==> src/adtc_consts.svh <==
// offsets, field positions, reset values and timing counts of the conversion control block
`ifndef ADTC_CONSTS_SVH
`define ADTC_CONSTS_SVH

// register byte offsets in the 64-byte i/o window
`define ADTC_OFS_TMR0      6'h00
`define ADTC_OFS_TMR1      6'h04
`define ADTC_OFS_TMR2      6'h08
`define ADTC_OFS_TMR_CTL   6'h0C
`define ADTC_OFS_STATUS    6'h10
`define ADTC_OFS_GAIN      6'h14
`define ADTC_OFS_MODE      6'h18
`define ADTC_OFS_SWTRIG    6'h1C
`define ADTC_OFS_DIO       6'h20
`define ADTC_OFS_RESULT    6'h30

// field positions
`define ADTC_MODE_TRIG_LSB 0
`define ADTC_MODE_IRQ_LSB  2
`define ADTC_RES_CHAN_LSB  12

// reset values
`define ADTC_TRIG_RST      2'h0
`define ADTC_IRQ_RST       3'h0
`define ADTC_GAIN_RST      2'h0
`define ADTC_CHAN_RST      5'h00
`define ADTC_DOUT_RST      16'h0000
`define ADTC_TMR_EN_RST    3'h0

// timing: system clock and interval timer input clock
`define ADTC_CLK_NS        5
`define ADTC_TMR_CLK_NS    250
`define ADTC_TMR_DIV       ((`ADTC_TMR_CLK_NS) / (`ADTC_CLK_NS))

`endif

==> src/adtc_pkg.sv <==
// types shared by the conversion control block
package adtc_pkg;

   // trigger method, in mode register order
   typedef enum logic [1:0] {
      TRIG_GENERAL,
      TRIG_EXTERNAL,
      TRIG_PRE,
      TRIG_POST
   } adtc_trig_e;

   // interrupt source codes; other codes mean none
   typedef enum logic [2:0] {
      IRQ_NONE,
      IRQ_DONE,
      IRQ_PACER0,
      IRQ_EXT,
      IRQ_PACER1
   } adtc_irq_e;

   // conversion sequencer
   typedef enum logic [1:0] {
      ST_IDLE,
      ST_CONV,
      ST_PUSH
   } adtc_state_e;

   // all state of the top module
   typedef struct packed {
      adtc_state_e state;
      adtc_trig_e  trig;
      logic [2:0]  irq_src;
      logic [1:0]  gain;
      logic [4:0]  chan;
      logic [15:0] dout;
      logic [2:0]  tmr_en;
      logic [2:0]  tmr_load;
      logic [15:0] tmr_val;
      logic [2:0]  t_prev;
      logic        armed;
      logic        start;
      logic        ready;
      logic        irq;
      logic [3:0]  cap_chan;
      logic [15:0] result;
      logic [15:0] hold;
      logic        hold_valid;
      logic [15:0] rdata;
      logic [5:0]  tick_cnt;
      logic        tick;
      logic [2:0]  ext_sy;
      logic [2:0]  done_sy;
      logic [1:0]  type_sy;
      logic [15:0] di_s1;
      logic [15:0] di_s2;
      logic [11:0] data_s1;
      logic [11:0] data_s2;
   } adtc_top_s;

endpackage

==> src/adtc_stream_if.sv <==
// valid/ready word stream between the sequencer and the result fifo
`timescale 1ns/1ps
`default_nettype none

interface adtc_stream_if #(parameter int W = 16);
   logic [W-1:0] in_data;
   logic         in_valid;
   logic         in_ready;
   logic [W-1:0] out_data;
   logic         out_valid;
   logic         out_ready;

   modport fifo (input in_data, in_valid, out_ready, output in_ready, out_data, out_valid);
   modport user (output in_data, in_valid, out_ready, input in_ready, out_data, out_valid);
endinterface

`default_nettype wire

==> src/adtc_top.sv <==
// conversion trigger, transfer and register control of the acquisition card
`timescale 1ns/1ps
`default_nettype none
`include "adtc_consts.svh"

module adtc_top (
   // clock and reset
   input  wire logic        i_clk,
   input  wire logic        i_reset,
   // host i/o bus
   input  wire logic [5:0]  i_addr,
   input  wire logic        i_wr,
   input  wire logic        i_rd,
   input  wire logic [15:0] i_wdata,
   output logic      [15:0] o_rdata,
   output logic             o_irq,
   // converter and front end
   output logic             o_adc_start,
   input  wire logic        i_adc_done,
   input  wire logic [11:0] i_adc_data,
   output logic      [4:0]  o_adc_chan,
   output logic      [1:0]  o_adc_gain,
   input  wire logic        i_single_ended,
   // external trigger and digital i/o pins
   input  wire logic        i_ext_trig,
   input  wire logic [15:0] i_di,
   output logic      [15:0] o_do,
   // timer outputs
   output logic      [2:0]  o_tmr_out
);
   import adtc_pkg::*;

   adtc_pkg::adtc_top_s s;
   adtc_pkg::adtc_top_s next_s;
   logic [2:0][15:0]    t_count;
   logic [2:0]          t_out;
   logic [2:0]          t_en;
   logic                wr_sw;
   logic                ext_fall;
   logic [2:0]          t_fall;
   logic                trig_sel;
   logic                accept;
   logic                push_done;
   logic                irq_event;

   adtc_stream_if #(.W(16)) res_if ();

   ////////////////////////////////////////////////////////////////////////
   // interval timers and result fifo

   // timer 1 also runs on its own while a pre/post window is open
   assign t_en = {s.tmr_en[2],
                  s.tmr_en[1] | (s.armed & (s.trig == TRIG_PRE || s.trig == TRIG_POST)),
                  s.tmr_en[0]};

   // three independent 16-bit timers
   for (genvar g = 0; g < 3; g++) begin : g_tmr
      adtc_timer #(.W(16)) u_tmr (
         .i_clk    (i_clk),
         .i_reset  (i_reset),
         .i_tick   (s.tick),
         .i_enable (t_en[g]),
         .i_load   (s.tmr_load[g]),
         .i_value  (s.tmr_val),
         .o_count  (t_count[g]),
         .o_out    (t_out[g])
      );
   end

   adtc_fifo #(.W(16), .D(16)) u_fifo (
      .i_clk   (i_clk),
      .i_reset (i_reset),
      .s_io    (res_if)
   );

   // fifo feed and drain
   assign res_if.in_data   = s.result;
   assign res_if.in_valid  = (s.state == ST_PUSH);
   assign res_if.out_ready = !s.hold_valid;

   ////////////////////////////////////////////////////////////////////////
   // outputs

   assign o_rdata     = s.rdata;
   assign o_irq       = s.irq;
   assign o_adc_start = s.start;
   assign o_adc_chan  = s.chan;
   assign o_adc_gain  = s.gain;
   assign o_do        = s.dout;
   assign o_tmr_out   = t_out;

   ////////////////////////////////////////////////////////////////////////
   // next-state logic

   // events, register writes, sequencer, reads
   always_comb begin
      next_s          = s;
      next_s.start    = 1'b0;
      next_s.tmr_load = 3'h0;
      next_s.t_prev   = t_out;
      // pin synchronisers
      next_s.ext_sy   = {s.ext_sy[1:0], i_ext_trig};
      next_s.done_sy  = {s.done_sy[1:0], i_adc_done};
      next_s.type_sy  = {s.type_sy[0], i_single_ended};
      next_s.di_s1    = i_di;
      next_s.di_s2    = s.di_s1;
      next_s.data_s1  = i_adc_data;
      next_s.data_s2  = s.data_s1;
      // timer input clock divider
      next_s.tick     = (s.tick_cnt == 6'(`ADTC_TMR_DIV - 1));
      next_s.tick_cnt = next_s.tick ? 6'h00 : s.tick_cnt + 6'h01;
      // edge events
      ext_fall  = s.ext_sy[2] & !s.ext_sy[1];
      t_fall    = s.t_prev & ~t_out;
      wr_sw     = i_wr && (i_addr == `ADTC_OFS_SWTRIG);
      push_done = res_if.in_valid && res_if.in_ready;
      // pre/post windows
      if (ext_fall && s.trig == TRIG_PRE) begin
         next_s.armed = 1'b0;
      end else if (ext_fall && s.trig == TRIG_POST) begin
         next_s.armed = 1'b1;
      end
      // only the selected source may trigger
      case (s.trig)
         TRIG_GENERAL:  trig_sel = wr_sw | t_fall[0];
         TRIG_EXTERNAL: trig_sel = ext_fall;
         TRIG_PRE:      trig_sel = t_fall[1] & s.armed;
         TRIG_POST:     trig_sel = t_fall[1] & s.armed;
         default:       trig_sel = 1'b0;
      endcase
      // triggers while busy or with a full fifo are dropped
      accept = trig_sel && (s.state == ST_IDLE) && res_if.in_ready;
      // host writes
      if (i_wr) begin
         case (i_addr)
            `ADTC_OFS_TMR0:    next_s.tmr_load = 3'h1;
            `ADTC_OFS_TMR1:    next_s.tmr_load = 3'h2;
            `ADTC_OFS_TMR2:    next_s.tmr_load = 3'h4;
            `ADTC_OFS_TMR_CTL: next_s.tmr_en = i_wdata[2:0];
            // differential input keeps only four channel bits
            `ADTC_OFS_STATUS:  next_s.chan = s.type_sy[1] ? i_wdata[4:0]
                                                          : {1'b0, i_wdata[3:0]};
            `ADTC_OFS_GAIN:    next_s.gain = i_wdata[1:0];
            `ADTC_OFS_MODE: begin
               next_s.trig    = adtc_trig_e'(i_wdata[`ADTC_MODE_TRIG_LSB +: 2]);
               next_s.irq_src = i_wdata[`ADTC_MODE_IRQ_LSB +: 3];
               next_s.armed   = (i_wdata[1:0] == 2'h2);
            end
            `ADTC_OFS_DIO:     next_s.dout = i_wdata;
            default:           next_s.tmr_val = s.tmr_val;
         endcase
         next_s.tmr_val = i_wdata;
      end
      // conversion sequencer
      case (s.state)
         ST_IDLE: begin
            if (accept) begin
               next_s.state    = ST_CONV;
               next_s.start    = 1'b1;
               next_s.ready    = 1'b0;
               next_s.cap_chan = s.chan[3:0];
            end
         end
         ST_CONV: begin
            if (s.done_sy[1] && !s.done_sy[2]) begin
               next_s.result = {s.cap_chan, s.data_s2};
               next_s.state  = ST_PUSH;
            end
         end
         ST_PUSH: begin
            if (push_done) begin
               next_s.state = ST_IDLE;
            end
         end
         default: next_s.state = ST_IDLE;
      endcase
      // holding register drains the fifo; a result read frees it
      if (i_rd && i_addr == `ADTC_OFS_RESULT) begin
         next_s.hold_valid = 1'b0;
      end
      if (res_if.out_valid && !s.hold_valid) begin
         next_s.hold       = res_if.out_data;
         next_s.hold_valid = 1'b1;
      end
      // ready only once idle with a latched result
      if (!accept && next_s.state == ST_IDLE && next_s.hold_valid) begin
         next_s.ready = 1'b1;
      end
      // interrupt source decode; set wins over the clearing read
      case (s.irq_src)
         IRQ_DONE:   irq_event = push_done;
         IRQ_PACER0: irq_event = t_fall[0];
         IRQ_EXT:    irq_event = ext_fall;
         IRQ_PACER1: irq_event = t_fall[1];
         default:    irq_event = 1'b0;
      endcase
      if (i_rd && i_addr == `ADTC_OFS_SWTRIG) begin
         next_s.irq = 1'b0;
      end
      if (irq_event) begin
         next_s.irq = 1'b1;
      end
      // registered read data
      if (i_rd) begin
         case (i_addr)
            `ADTC_OFS_TMR0:   next_s.rdata = t_count[0];
            `ADTC_OFS_TMR1:   next_s.rdata = t_count[1];
            `ADTC_OFS_TMR2:   next_s.rdata = t_count[2];
            `ADTC_OFS_STATUS: next_s.rdata = {8'h00, s.gain, t_out[1], t_out[0], t_out[2],
                                              1'b0, s.type_sy[1], s.ready};
            `ADTC_OFS_DIO:    next_s.rdata = s.di_s2;
            `ADTC_OFS_RESULT: next_s.rdata = s.hold;
            default:          next_s.rdata = 16'h0000;
         endcase
      end
   end

   // state register
   always_ff @(posedge i_clk) begin
      if (i_reset) begin
         s            <= '0;
         s.trig       <= adtc_trig_e'(`ADTC_TRIG_RST);
         s.irq_src    <= `ADTC_IRQ_RST;
         s.gain       <= `ADTC_GAIN_RST;
         s.chan       <= `ADTC_CHAN_RST;
         s.dout       <= `ADTC_DOUT_RST;
         s.tmr_en     <= `ADTC_TMR_EN_RST;
         s.t_prev     <= 3'h7;
         s.ready      <= 1'b1;
         s.ext_sy     <= 3'h7;
      end else begin
         s <= next_s;
      end
   end
endmodule

`default_nettype wire

==> src/adtc_fifo.sv <==
// result fifo, flip-flop storage, valid/ready on both sides
`timescale 1ns/1ps
`default_nettype none

module adtc_fifo #(
   parameter int W = 16,
   parameter int D = 16
) (
   // clock and reset
   input  wire logic   i_clk,
   input  wire logic   i_reset,
   // stream
   adtc_stream_if.fifo s_io
);
   localparam int AW = $clog2(D);
   localparam int CW = $clog2(D + 1);

   typedef struct packed {
      logic [D-1:0][W-1:0] mem;
      logic [AW-1:0]       wp;
      logic [AW-1:0]       rp;
      logic [CW-1:0]       cnt;
   } adtc_fifo_s;

   adtc_fifo_s s;
   adtc_fifo_s next_s;
   logic       push;
   logic       pop;

   // honest full and empty from the fill count
   assign s_io.in_ready  = (s.cnt != CW'(D));
   assign s_io.out_valid = (s.cnt != '0);
   assign s_io.out_data  = s.mem[s.rp];

   // pointer and count update
   always_comb begin
      next_s = s;
      push   = s_io.in_valid && s_io.in_ready;
      pop    = s_io.out_valid && s_io.out_ready;
      if (push) begin
         next_s.mem[s.wp] = s_io.in_data;
         next_s.wp        = (s.wp == AW'(D - 1)) ? '0 : s.wp + AW'(1);
      end
      if (pop) begin
         next_s.rp = (s.rp == AW'(D - 1)) ? '0 : s.rp + AW'(1);
      end
      if (push && !pop) begin
         next_s.cnt = s.cnt + CW'(1);
      end else if (pop && !push) begin
         next_s.cnt = s.cnt - CW'(1);
      end
   end

   // state register
   always_ff @(posedge i_clk) begin
      if (i_reset) begin
         s <= '0;
      end else begin
         s <= next_s;
      end
   end
endmodule

`default_nettype wire

==> src/adtc_timer.sv <==
// 16-bit interval timer, rate-generator style, counts on a tick enable
`timescale 1ns/1ps
`default_nettype none

module adtc_timer #(
   parameter int W = 16
) (
   // clock and reset
   input  wire logic         i_clk,
   input  wire logic         i_reset,
   // control
   input  wire logic         i_tick,
   input  wire logic         i_enable,
   input  wire logic         i_load,
   input  wire logic [W-1:0] i_value,
   // state
   output logic      [W-1:0] o_count,
   output logic              o_out
);
   typedef struct packed {
      logic [W-1:0] count;
      logic [W-1:0] reload;
      logic         out;
   } adtc_timer_s;

   adtc_timer_s s;
   adtc_timer_s next_s;

   assign o_count = s.count;
   assign o_out   = s.out;

   // load, then count down; output dips low for one tick per period
   always_comb begin
      next_s = s;
      if (i_load) begin
         next_s.reload = i_value;
         next_s.count  = i_value;
         next_s.out    = 1'b1;
      end else if (i_enable && i_tick) begin
         if (s.count <= W'(1)) begin
            next_s.count = s.reload;
            next_s.out   = 1'b0;
         end else begin
            next_s.count = s.count - W'(1);
            next_s.out   = 1'b1;
         end
      end
   end

   // state register
   always_ff @(posedge i_clk) begin
      if (i_reset) begin
         s <= '{count: '0, reload: '0, out: 1'b1};
      end else begin
         s <= next_s;
      end
   end
endmodule

`default_nettype wire

==> config.mk <==
export PLATFORM = sky130hd
export DESIGN_NAME = adtc_top
export DESIGN_NICKNAME = d
export VERILOG_FILES = /design/src/adtc_pkg.sv /design/src/adtc_stream_if.sv /design/src/adtc_top.sv /design/src/adtc_fifo.sv /design/src/adtc_timer.sv
export VERILOG_INCLUDE_DIRS = /design/src
export SDC_FILE = /design/constraint.sdc
export NUM_CORES = 1
export LEC_CHECK = 0
export ABC_CLOCK_PERIOD_IN_PS = 2700
export BUFFER_PORTS_ARGS = -buffer_cell sky130_fd_sc_hd__buf_2
export CORE_MARGIN = 2
export CORE_UTILIZATION = 56
export CTS_CLUSTER_SIZE = 28
export DETAILED_ROUTE_END_ITERATION = 10
export PLACE_DENSITY = 0.88
export SYNTH_ARGS = -nofsm -noshare
export SYNTH_HDL_FRONTEND = slang
export SYNTH_HIERARCHICAL = 1
export SYNTH_SLANG_ARGS = --single-unit
==> constraint.sdc <==
create_clock -name i_clk -period 2.7 [get_ports i_clk]
set_clock_uncertainty 0.05 [all_clocks]
set_input_delay 0.27 -clock i_clk [delete_from_list [all_inputs] [get_ports i_clk]]
set_output_delay 0.27 -clock i_clk [all_outputs]
set_load 0.05 [all_outputs]
==> results of run 1 <==
timing repair:
action	4_1_cts	5_1_grt
resized for setup	0	8
hold endpoints to repair	83	0
endpoints found under the setup margin	0	12
hold buffers	49	0
Yosys cell counts (all sizes together) (14+ instances only):
library cell,n,area share
nand2,137,0.021
nor4,17,0.0057
inv,37,0.0056
nand3,19,0.0038
xnor2,28,0.0098
mux4,70,0.063
a221oi,20,0.0075
a2111oi,18,0.013
nand2b,17,0.0043
buf,152,0.045
a211oi,31,0.014
a31oi,22,0.0055
nor2,415,0.064
dfxtp,550,0.44
ha,17,0.0085
a22oi,49,0.015
nor3,31,0.0080
nor2b,70,0.018
mux2i,371,0.15
clkbuf,114,0.017
a21oi,101,0.020
o21ai,59,0.012
or4,14,0.0042
final timing paths:
path / slack [ns] / cells past startpoint / endpoint
worst max-delay path: 0.06 / 7 / g_tmr[0].u_tmr/o_count[3]
worst min-delay path: 0.06 / 4 / o_rdata[1]
worst max register to register: 0.06 / 7 / g_tmr[0].u_tmr/o_count[3]
worst min register to register: 0.39 / 1 / s[57]
state kept, by name, summed over array words and instances, names as in the netlist, 2 cells and up:
register             cells
o_adc_gain               2
o_rdata                 16
g_tmr.u_tmr/o_out        3
u_fifo/s               269
s                       92
res_if.in_data          16
o_do                    16
g_tmr.u_tmr/o_count     48
o_adc_chan               5
g_tmr.u_tmr/s           48
next_s                  33
power by group through the flow:
stage | sequential (uW) | combinational, uW | clock [uW]
2_1_floorplan | 8500 | 1800 | 0
3_3_place_gp | 8620 | 2140 | 0
3_5_place_dp | 8630 | 2210 | 0
4_1_cts | 8450 | 2280 | 7760
5_1_grt | 8490 | 2540 | 8160
6_report | 8480 | 2390 | 7780
cells by family (layout without fill, tap and decap cells):
kind of cell | Yosys count | after routing | share of synthesized area
AND/OR/NAND/NOR | 784 | 784 | 0.1469
buffers and inverters | 306 | 354 | 0.06845
adder cells (fa/ha/maj) | 18 | 18 | 0.009313
multiplexers | 443 | 443 | 0.2126
XOR/XNOR | 38 | 38 | 0.01332
AO/OA/AOI/OAI | 364 | 364 | 0.1089
flip-flops | 550 | 550 | 0.4406
per-layer routing:
metal | share of wire | wire length (um)
met3 | 0.091 | 6610
met5 | 0 | 0
met2 | 0.46 | 33380
met4 | 0.063 | 4569
met1 | 0.38 | 27700
cell usage in the layout (no fill, tap or decap), types with 55 or more instances in the layout:
cell / instances
dfxtp_1: 546
nor2_1: 410
mux2i_1: 371
nand2_1: 137
a21oi_1: 99
buf_2: 99
mux4_2: 70
nor2b_1: 69
buf_4: 60
clkbuf_16: 55
layout make-up:
type	instances	area, um^2	area share
clock buffer	78	1563	0.05643
clock inverter	18	262.8	0.009488
inverter	40	150.1	0.005422
multi-input combinational	1647	12330	0.4452
sequential	550	11020	0.3979
tap	592	740.7	0.02675
timing repair buffer	218	1632	0.05891
metrics by stage:
| stage | setup TNS (ns) | instance area, um^2 | instances | worst slack [ns] | total power [uW] |
|---|---|---|---|---|---|
| 5_1_grt | -0.01634 | 27690 | 3143 | -0.01219 | 19190 |
| 3_5_place_dp | 0 | 25350 | 2998 | 0.06254 | 10850 |
| 3_3_place_gp | 0 | 25350 | 2998 | 0.1340 | 10760 |
| 2_1_floorplan | 0 | 25000 | 2503 | 0.02242 | 10300 |
| 6_report | 0 | 27690 | 3143 | 0.05938 | 18660 |
| 4_1_cts | 0 | 27670 | 3143 | 0.04069 | 18500 |
critical path, stage by stage (launching register included):
cell and delay (ns):
dfxtp_1 0.47, inv_1 0.16, ha_1 0.29, or2_2 0.38, and3_1 0.30, a31oi_1 0.31, a211oi_1 0.13, a2111oi_2 0.44
==> out/results.ini, run 1 <==
[cells_and_area]
finish.utilization = 0.6276
fill_cells = 3238
diodes = 0
drive_gt1_frac = 0.1568
synthToLayoutAreaGrowth_pct = 10.83
nets = 2587

[critical_path]
worstPathMaxFanout = 7
start_kind = register
path_class = reg -> reg
cp-startpoint = g_tmr[0].u_tmr/o_count[0]
arrival_ns = 3.09
r2r-start = g_tmr[0].u_tmr/o_count[0]
cp.required_ns = 3.15
cp-end-kind = register

[yosys]
synth_top_flop_cell = dfxtp_1
synthArstFlopShare = 0
synth_edf_count = 0
synth_nets = 2578
synth_cells = 2503
ys_warn_count = 6
synth.avg_cell_area_um2 = 9.984
synth_cell_types = 79
synth_seq_cells = 550
ys_seq_area_frac = 0.4406
syn_area_um2 = 24990

[detailed_routing]
drt_iter0_markers = 2166
viasPerCell = 6.335
drc = 0
num_vias = 19911
wl_per_cell_um = 22.99
firstDrtPassIters = 6
routed_wl_um = 72260
ant_nets = 0

[clock_tree]
cts-root-buf = clkbuf_16
cts_buffers = 55
clock_latency_ns = 0.64
post_cts_buffers = 0
h-tree-depth = 2
cts_sinks = 550
cts_tree = yes
clk_transition_reported_paths_ns = 0.07
cts_buffer_depth = 3

[timing]
slew_viol_final = 0
whs_ns = 0.05950
relSlewSlack = 0.2077
clock.fmax_ghz = 0.3787
setup_violations = 0
fin_crit_ns = 2.641
finalCritPeriodShare = 0.9780
worst_pin_slew_ns = 1.188
hold_violations = 0
rsz0062_at_grt = yes

[floorplanning]
die-area_um2 = 46330
die_w_um = 215.2
rows = 77
core_area_um2 = 44120
io_pins = 101
chipHeight_um = 215.2
start_util = 0.5663

[grt]
grt_overflow_total = 0
grt_pass1_vias = 19936
met2_usage = 0.4898
met3_usage = 0.05803
use_met1 = 0.3794
antenna_found_initial = 0
grt_max_degree = 122
grtUsageTotal = 0.3038
grt_busiest_layer = met2
grt_first_pass_wirelength_um = 111500

[power_and_ir_drop]
p_sw_frac = 0.2717
seqPwrFrac = 0.455
p_switching_uw = 5068
intPower_uw = 13590
pwr-share-comb = 0.128
p_per_area_nw_per_um2 = 673.6
p_clk_frac = 0.417
p_leak_uw = 0.009838
vdd_drop_max_v = 0.0007143

[place]
gp_congestion = 0.9469
port-buffer-count = 100
hpwl_um = 43520

[flow_run]
cap_violations = 0

[worst_hold_path]
worstHoldStart = i_addr[1]
hold_class = in -> reg

[status]
status = completed

(Power assumes the default switching activity.)
==> run 2: changes to the inputs <==
--- a/config.mk
+++ b/config.mk
@@ -8,11 +8,10 @@
 export LEC_CHECK = 0
 export ABC_CLOCK_PERIOD_IN_PS = 2700
 export BUFFER_PORTS_ARGS = -buffer_cell sky130_fd_sc_hd__buf_2
-export CORE_MARGIN = 2
-export CORE_UTILIZATION = 56
+export CORE_UTILIZATION = 45
 export CTS_CLUSTER_SIZE = 28
 export DETAILED_ROUTE_END_ITERATION = 10
-export PLACE_DENSITY = 0.88
+export PLACE_DENSITY = 0.76
 export SYNTH_ARGS = -nofsm -noshare
 export SYNTH_HDL_FRONTEND = slang
 export SYNTH_HIERARCHICAL = 1
==> run 2 against run 1 <==
Largest power group unchanged. Register-to-register slack better by 0.06 ns. Clock-buffer cell count fell by 3. Worst hold slack lost 0.033 ns. Wire length down 7.4%. Critical path type unchanged. Sequential power fell by 0.5%. Cell count increased by 5.2%. Sequential share of layout area down 0.40 points. Critical path depth is 2 higher. Non-clock buffer count rose by 3. Clock power up 0.5%. Cell area rose by 1.0%. Via count fell by 5.6%. Critical endpoint is now u_fifo/s[4].
==> out/results.ini, run 2 (synthesis gave the netlist of run 1 again) <==
[power_and_ir_drop]
p_clk_frac = 0.420
p_leak_uw = 0.009879
vdd_drop_max_v = 0.0006597
intPower_uw = 13640
p_switching_uw = 4989
p_per_area_nw_per_um2 = 665.9
pwr-share-comb = 0.127
p_sw_frac = 0.2678
seqPwrFrac = 0.453

[timing]
finalCritPeriodShare = 0.9567
rsz0062_at_grt = no
tns_ns = 0
fin_crit_ns = 2.583
slew_viol_final = 0
clock.fmax_ghz = 0.3871
hold_violations = 0
whs_ns = 0.02693
relSlewSlack = 0.3065
worst_pin_slew_ns = 1.038
setup_violations = 0

[detailed_routing]
drt_iter0_markers = 1566
ant_nets = 0
drc = 0
num_vias = 18788
viasPerCell = 5.685
wl_per_cell_um = 20.24
firstDrtPassIters = 5
routed_wl_um = 66910

[critical_path]
arrival_ns = 3.05
start_kind = register
path_class = reg -> reg
cp.required_ns = 3.17
cp-end-kind = register
worstPathMaxFanout = 5

[cells_and_area]
fill_cells = 4752
nets = 2590
fin_cells = 3305
drive_gt1_frac = 0.1580
final_common_cell = dfxtp_1
multi_input_area_um2 = 12310
regArea_um2 = 11020
finish.utilization = 0.5087
largest-register = u_fifo/s
diodes = 0
final_cell_area_um2 = 27970
largest_registers = u_fifo/s: 269 flops, s: 92 flops
final_cell_mix = 547 x dfxtp_1, 410 x nor2_1, 371 x mux2i_1
largest_register_ffs = 269
synthToLayoutAreaGrowth_pct = 11.94

[flow_run]
cap_violations = 0

[floorplanning]
core_area_um2 = 54990
rows = 86
die_w_um = 237.7
io_pins = 101
die-area_um2 = 56480
chipHeight_um = 237.7
start_util = 0.4545

[clock_tree]
cts_buffer_depth = 3
clk_transition_reported_paths_ns = 0.06
clock_latency_ns = 0.64
h-tree-depth = 2
cts_sinks = 550
cts-root-buf = clkbuf_16
cts_buffers = 55
cts_tree = yes

[grt]
grt_max_degree = 171
grt_overflow_total = 0
grtUsageTotal = 0.2345
grt_pass1_vias = 18604
antenna_found_initial = 1
grt_first_pass_wirelength_um = 104500

[place]
hpwl_um = 43400
dp.cells = 3158
dpl_cell_area_um2 = 25630
port-buffer-count = 100
gp_congestion = 0.9138

[worst_hold_path]
hold_class = in -> reg

[status]
status = completed

run 2: path summary, 6_finish.rpt:
check | startpoint | end | slack, ns | cells past startpoint
worst max-delay path | u_fifo/s[0] | u_fifo/s[4] | 0.12 | 9
worst min-delay path | i_addr[5] | s[147] | 0.03 | 2
worst max register to register | u_fifo/s[0] | u_fifo/s[4] | 0.12 | 9
worst min register to register | next_s[62] | next_s[63] | 0.37 | 1
run 2: stage by stage:
stage | worst slack, ns | power (uW)
2_1_floorplan | 0.02242 | 10300
3_3_place_gp | 0.1144 | 10860
3_5_place_dp | 0.1103 | 10910
4_1_cts | 0.09326 | 18740
5_1_grt | 0.001760 | 19280
6_report | 0.1169 | 18630
run 2: final cells by class:
class | count | area share
Multi-Input combinational cell | 1647 | 0.4399
Timing Repair Buffer | 221 | 0.06083
Sequential cell | 550 | 0.3938
Tap cell | 748 | 0.03346
Clock buffer | 75 | 0.05546
Clock inverter | 24 | 0.01114
Inverter | 40 | 0.005367
run 2: routing by layer:
metal | vias to the layer above | track usage | routed length [um]
met5 | - | 0 | 19
met4 | 2 | 0.1122 | 2895
met3 | 161 | 0.04285 | 4097
met2 | 618 | 0.3926 | 32190
met1 | 9226 | 0.2910 | 27700
li1 | 8781 | - | -
run 2: power groups by stage:
| stage | clock network (uW) | logic [uW] | registers, uW |
|---|---|---|---|
| finish | 7820 | 2360 | 8440 |
| global route | 8290 | 2540 | 8450 |
| CTS | 7940 | 2350 | 8440 |
| detailed placement | 0 | 2290 | 8620 |
| global placement | 0 | 2240 | 8620 |
| floorplan | 0 | 1800 | 8500 |
run 2: repair_timing:
action                                  CTS  global route
resized for setup                         0             1
endpoints found under the hold margin    89             0
hold buffers                             48             0
buffers inserted                          0             0
endpoints found under the setup margin    0             1
run 2: worst max-delay path: stages, from the launching register on:
cell	delay, ns
dfxtp_1	0.30
or4_1	0.55
o21ai_2	0.17
ha_1	0.21
inv_2	0.08
ha_1	0.34
a21oi_2	0.17
a211oi_1	0.09
a31oi_1	0.17
mux2_2	0.35
==> run 3: changes to the inputs <==
--- a/config.mk
+++ b/config.mk
@@ -14,5 +14,4 @@
 export PLACE_DENSITY = 0.76
 export SYNTH_ARGS = -nofsm -noshare
 export SYNTH_HDL_FRONTEND = slang
-export SYNTH_HIERARCHICAL = 1
 export SYNTH_SLANG_ARGS = --single-unit
==> run 3 against run 2 <==
The run now ends with DRC left. Sequential share of layout area up 1.1 points. Clock-buffer cell count fell by 6. Critical path depth is 2 higher. Synthesized cell count rose by 6.4%. Flip-flop and latch count unchanged. Sequential power hardly changed. Via count grew 8.0%. Largest cell class unchanged.
==> out/results.ini, run 3 <==
[yosys]
ys_warn_count = 0
yosys.area.top_type_share = 0.4615
synth_common_cells = 550 x dfxtp_1, 397 x nand2_1, 303 x a21oi_1
synth_edf_count = 0
synth_cell_types = 82
synth_most_common_cell = dfxtp_1
synth_area_leaders = dfxtp_1 46%, mux2i_1 7.2%, a21oi_1 6.4%
syn_area_um2 = 23860
synth_nets = 2738
synth.avg_cell_area_um2 = 8.959
synth_top_flop_cell = dfxtp_1
synthArstFlopShare = 0
synth_seq_cells = 550
synth_cells = 2663
ys_seq_area_frac = 0.4615
synth_top_cell_by_area = dfxtp_1

[cells_and_area]
final_cell_mix = 547 x dfxtp_1, 397 x nand2_1, 301 x a21oi_1
largest-register = u_fifo.s
largest_register_ffs = 269
largest_registers = u_fifo.s: 269 flops, s: 92 flops
finish.utilization = 0.5191
drive_gt1_frac = 0.1410
synthToLayoutAreaGrowth_pct = 14.12
nets = 2762
diodes = 0
final_common_cell = dfxtp_1

[power_and_ir_drop]
p_leak_uw = 0.01012
p_per_area_nw_per_um2 = 691.0
vdd_drop_max_v = 0.0005324
total_power_uw = 18810

[grt]
antenna_found_initial = 1
grt_pass1_vias = 19641
grt_max_degree = 185
grt_first_pass_wirelength_um = 108500
grt_overflow_total = 0
grtUsageTotal = 0.2539

[clock_tree]
cts_buffer_depth = 3
cts_buffers = 54
post_cts_buffers = 0
cts_sinks = 550
clk_transition_reported_paths_ns = 0.07
h-tree-depth = 2
cts-root-buf = clkbuf_16
cts_tree = yes
clock_latency_ns = 0.62

[status]
status = finished with violations
violations = DRC

[critical_path]
start_kind = register
cp.required_ns = 3.19
slowest_delay_ns = 0.41
cpMaxStageDelayCell = fa_2
worstPathMaxFanout = 4
rrSetupSlack_ns = 0.22
cp-end-kind = register
path_class = reg -> reg
crit_chain = nor3_4, a21oi_1, inv_1, ha_1, inv_1, fa_2, a21o_1, a21oi_2, xnor2_1, or3_1, a21oi_1
r2r.worst_path.cells = 11
arrival_ns = 2.97
r2r-start = u_fifo.s[1]
reg2reg_to = u_fifo.s[4]

[timing]
hold_violations = 0
whs_ns = 0.03702
fin_crit_ns = 2.485
setup_ws_ns = 0.2154
clock.fmax_ghz = 0.4025
worst_pin_slew_ns = 1.113
slew_viol_final = 0
finalCritPeriodShare = 0.9202
tns_ns = 0
rsz0062_at_grt = no
relSlewSlack = 0.2550
setup_violations = 0

[detailed_routing]
drc = 1
drt_iter0_markers = 2373
viasPerCell = 5.935
ant_nets = 0
wl_per_cell_um = 20.37
routed_wl_um = 69630
firstDrtPassIters = 10
num_vias = 20293

[floorplanning]
chipHeight_um = 232.3
io_pins = 101
start_util = 0.4549
die_w_um = 232.3
die-area_um2 = 53940
rows = 84
core_area_um2 = 52450

[place]
place_ws_ns = 0.1238
port-buffer-count = 100
hpwl_um = 46290
gp_congestion = 0.9471

[worst_hold_path]
min_to = g_tmr[0].u_tmr.s[9]
hold_class = in -> reg
worstHoldStart = i_reset
min_path_cells = 2

[flow_run]
cap_violations = 0

==> run 3: cell count changes after synthesis, moves of 14 or more <==
cell	previous run	this run
nand2_1	137	397
nor2_1	410	232
clkbuf_1	114	190
mux2i_1	371	171
buf_4	94	44
buf_6	18	2
o21ai_0	45	175
a22oi_1	49	69
a211oi_1	18	4
a221oi_1	18	4
a31oi_1	22	4
a21oi_1	101	303
==> run 3: cells by family after synthesis <==
kind of cell,after synthesis,share of synthesized area
multiplexers,236,0.1326
flip-flops,550,0.4615
AO/OA/AOI/OAI,671,0.1644
AND/OR/NAND/NOR,850,0.1609
adder cells (fa/ha/maj),18,0.009754
XOR/XNOR,43,0.01579
buffers and inverters,295,0.05501
==> run 3: worst max path at each step <==
stage,startpoint,endpoint,cells after the start
after floorplan,u_fifo.s[0],u_fifo.s[4],10
after global placement,u_fifo.s[3],u_fifo.s[4],11
after detailed placement,u_fifo.s[3],u_fifo.s[4],11
after CTS,u_fifo.s[3],u_fifo.s[4],11
after global routing,u_fifo.s[1],u_fifo.s[4],11
final,u_fifo.s[1],u_fifo.s[4],11
==> run 3: per-layer routing <==
layer / GRT usage / routed length, um / vias up / part of all wire
met5: 0 / 11 / - / 0.00016
met4: 0.1176 / 2970 / 2 / 0.043
met3: 0.03831 / 5339 / 190 / 0.077
met2: 0.4196 / 32740 / 954 / 0.47
met1: 0.3249 / 28570 / 9832 / 0.41
li1: - / - / 9315 / -
==> run 3: report_power, final <==
| group | internal (uW) | switching [uW] |
|---|---|---|
| Combinational | 908 | 1180 |
| Sequential | 8240 | 180 |
| Clock | 4990 | 3320 |
| Total | 14100 | 4670 |
==> run 3: critical path, delay by kind of cell (launching register included) <==
family,cells,cell delay [ns]
DFF,1,0.33
xor gates and xnor gates,1,0.08
adders and majority gates,2,0.59
buffers and inverters,2,0.21
and+or+nand+nor,2,0.53
AOI/OAI and AO/OA,4,0.62
==> run 3: final cells by class <==
type,count,area (um^2)
Fill cell,4641,25220
Clock inverter,31,449.2
Clock buffer,69,1500
Inverter,27,101.3
Timing Repair Buffer,236,1742
Multi-Input combinational cell,1818,11560
Sequential cell,550,11020
Tap cell,688,860.8
==> run 3: through the flow <==
step                cell area, um^2  std cells
floorplan                     23860       2663
global placement              24770       3270
detailed placement            24770       3270
CTS                           27210       3419
global route                  27230       3419
finish                        27230       3419
==> run 3: timing repair <==
| action | CTS | global route |
|---|---|---|
| gates resized for setup | 0 | 5 |
| hold endpoints to repair | 66 | 0 |
| endpoints found under the setup margin | 0 | 1 |
| hold buffers | 49 | 0 |
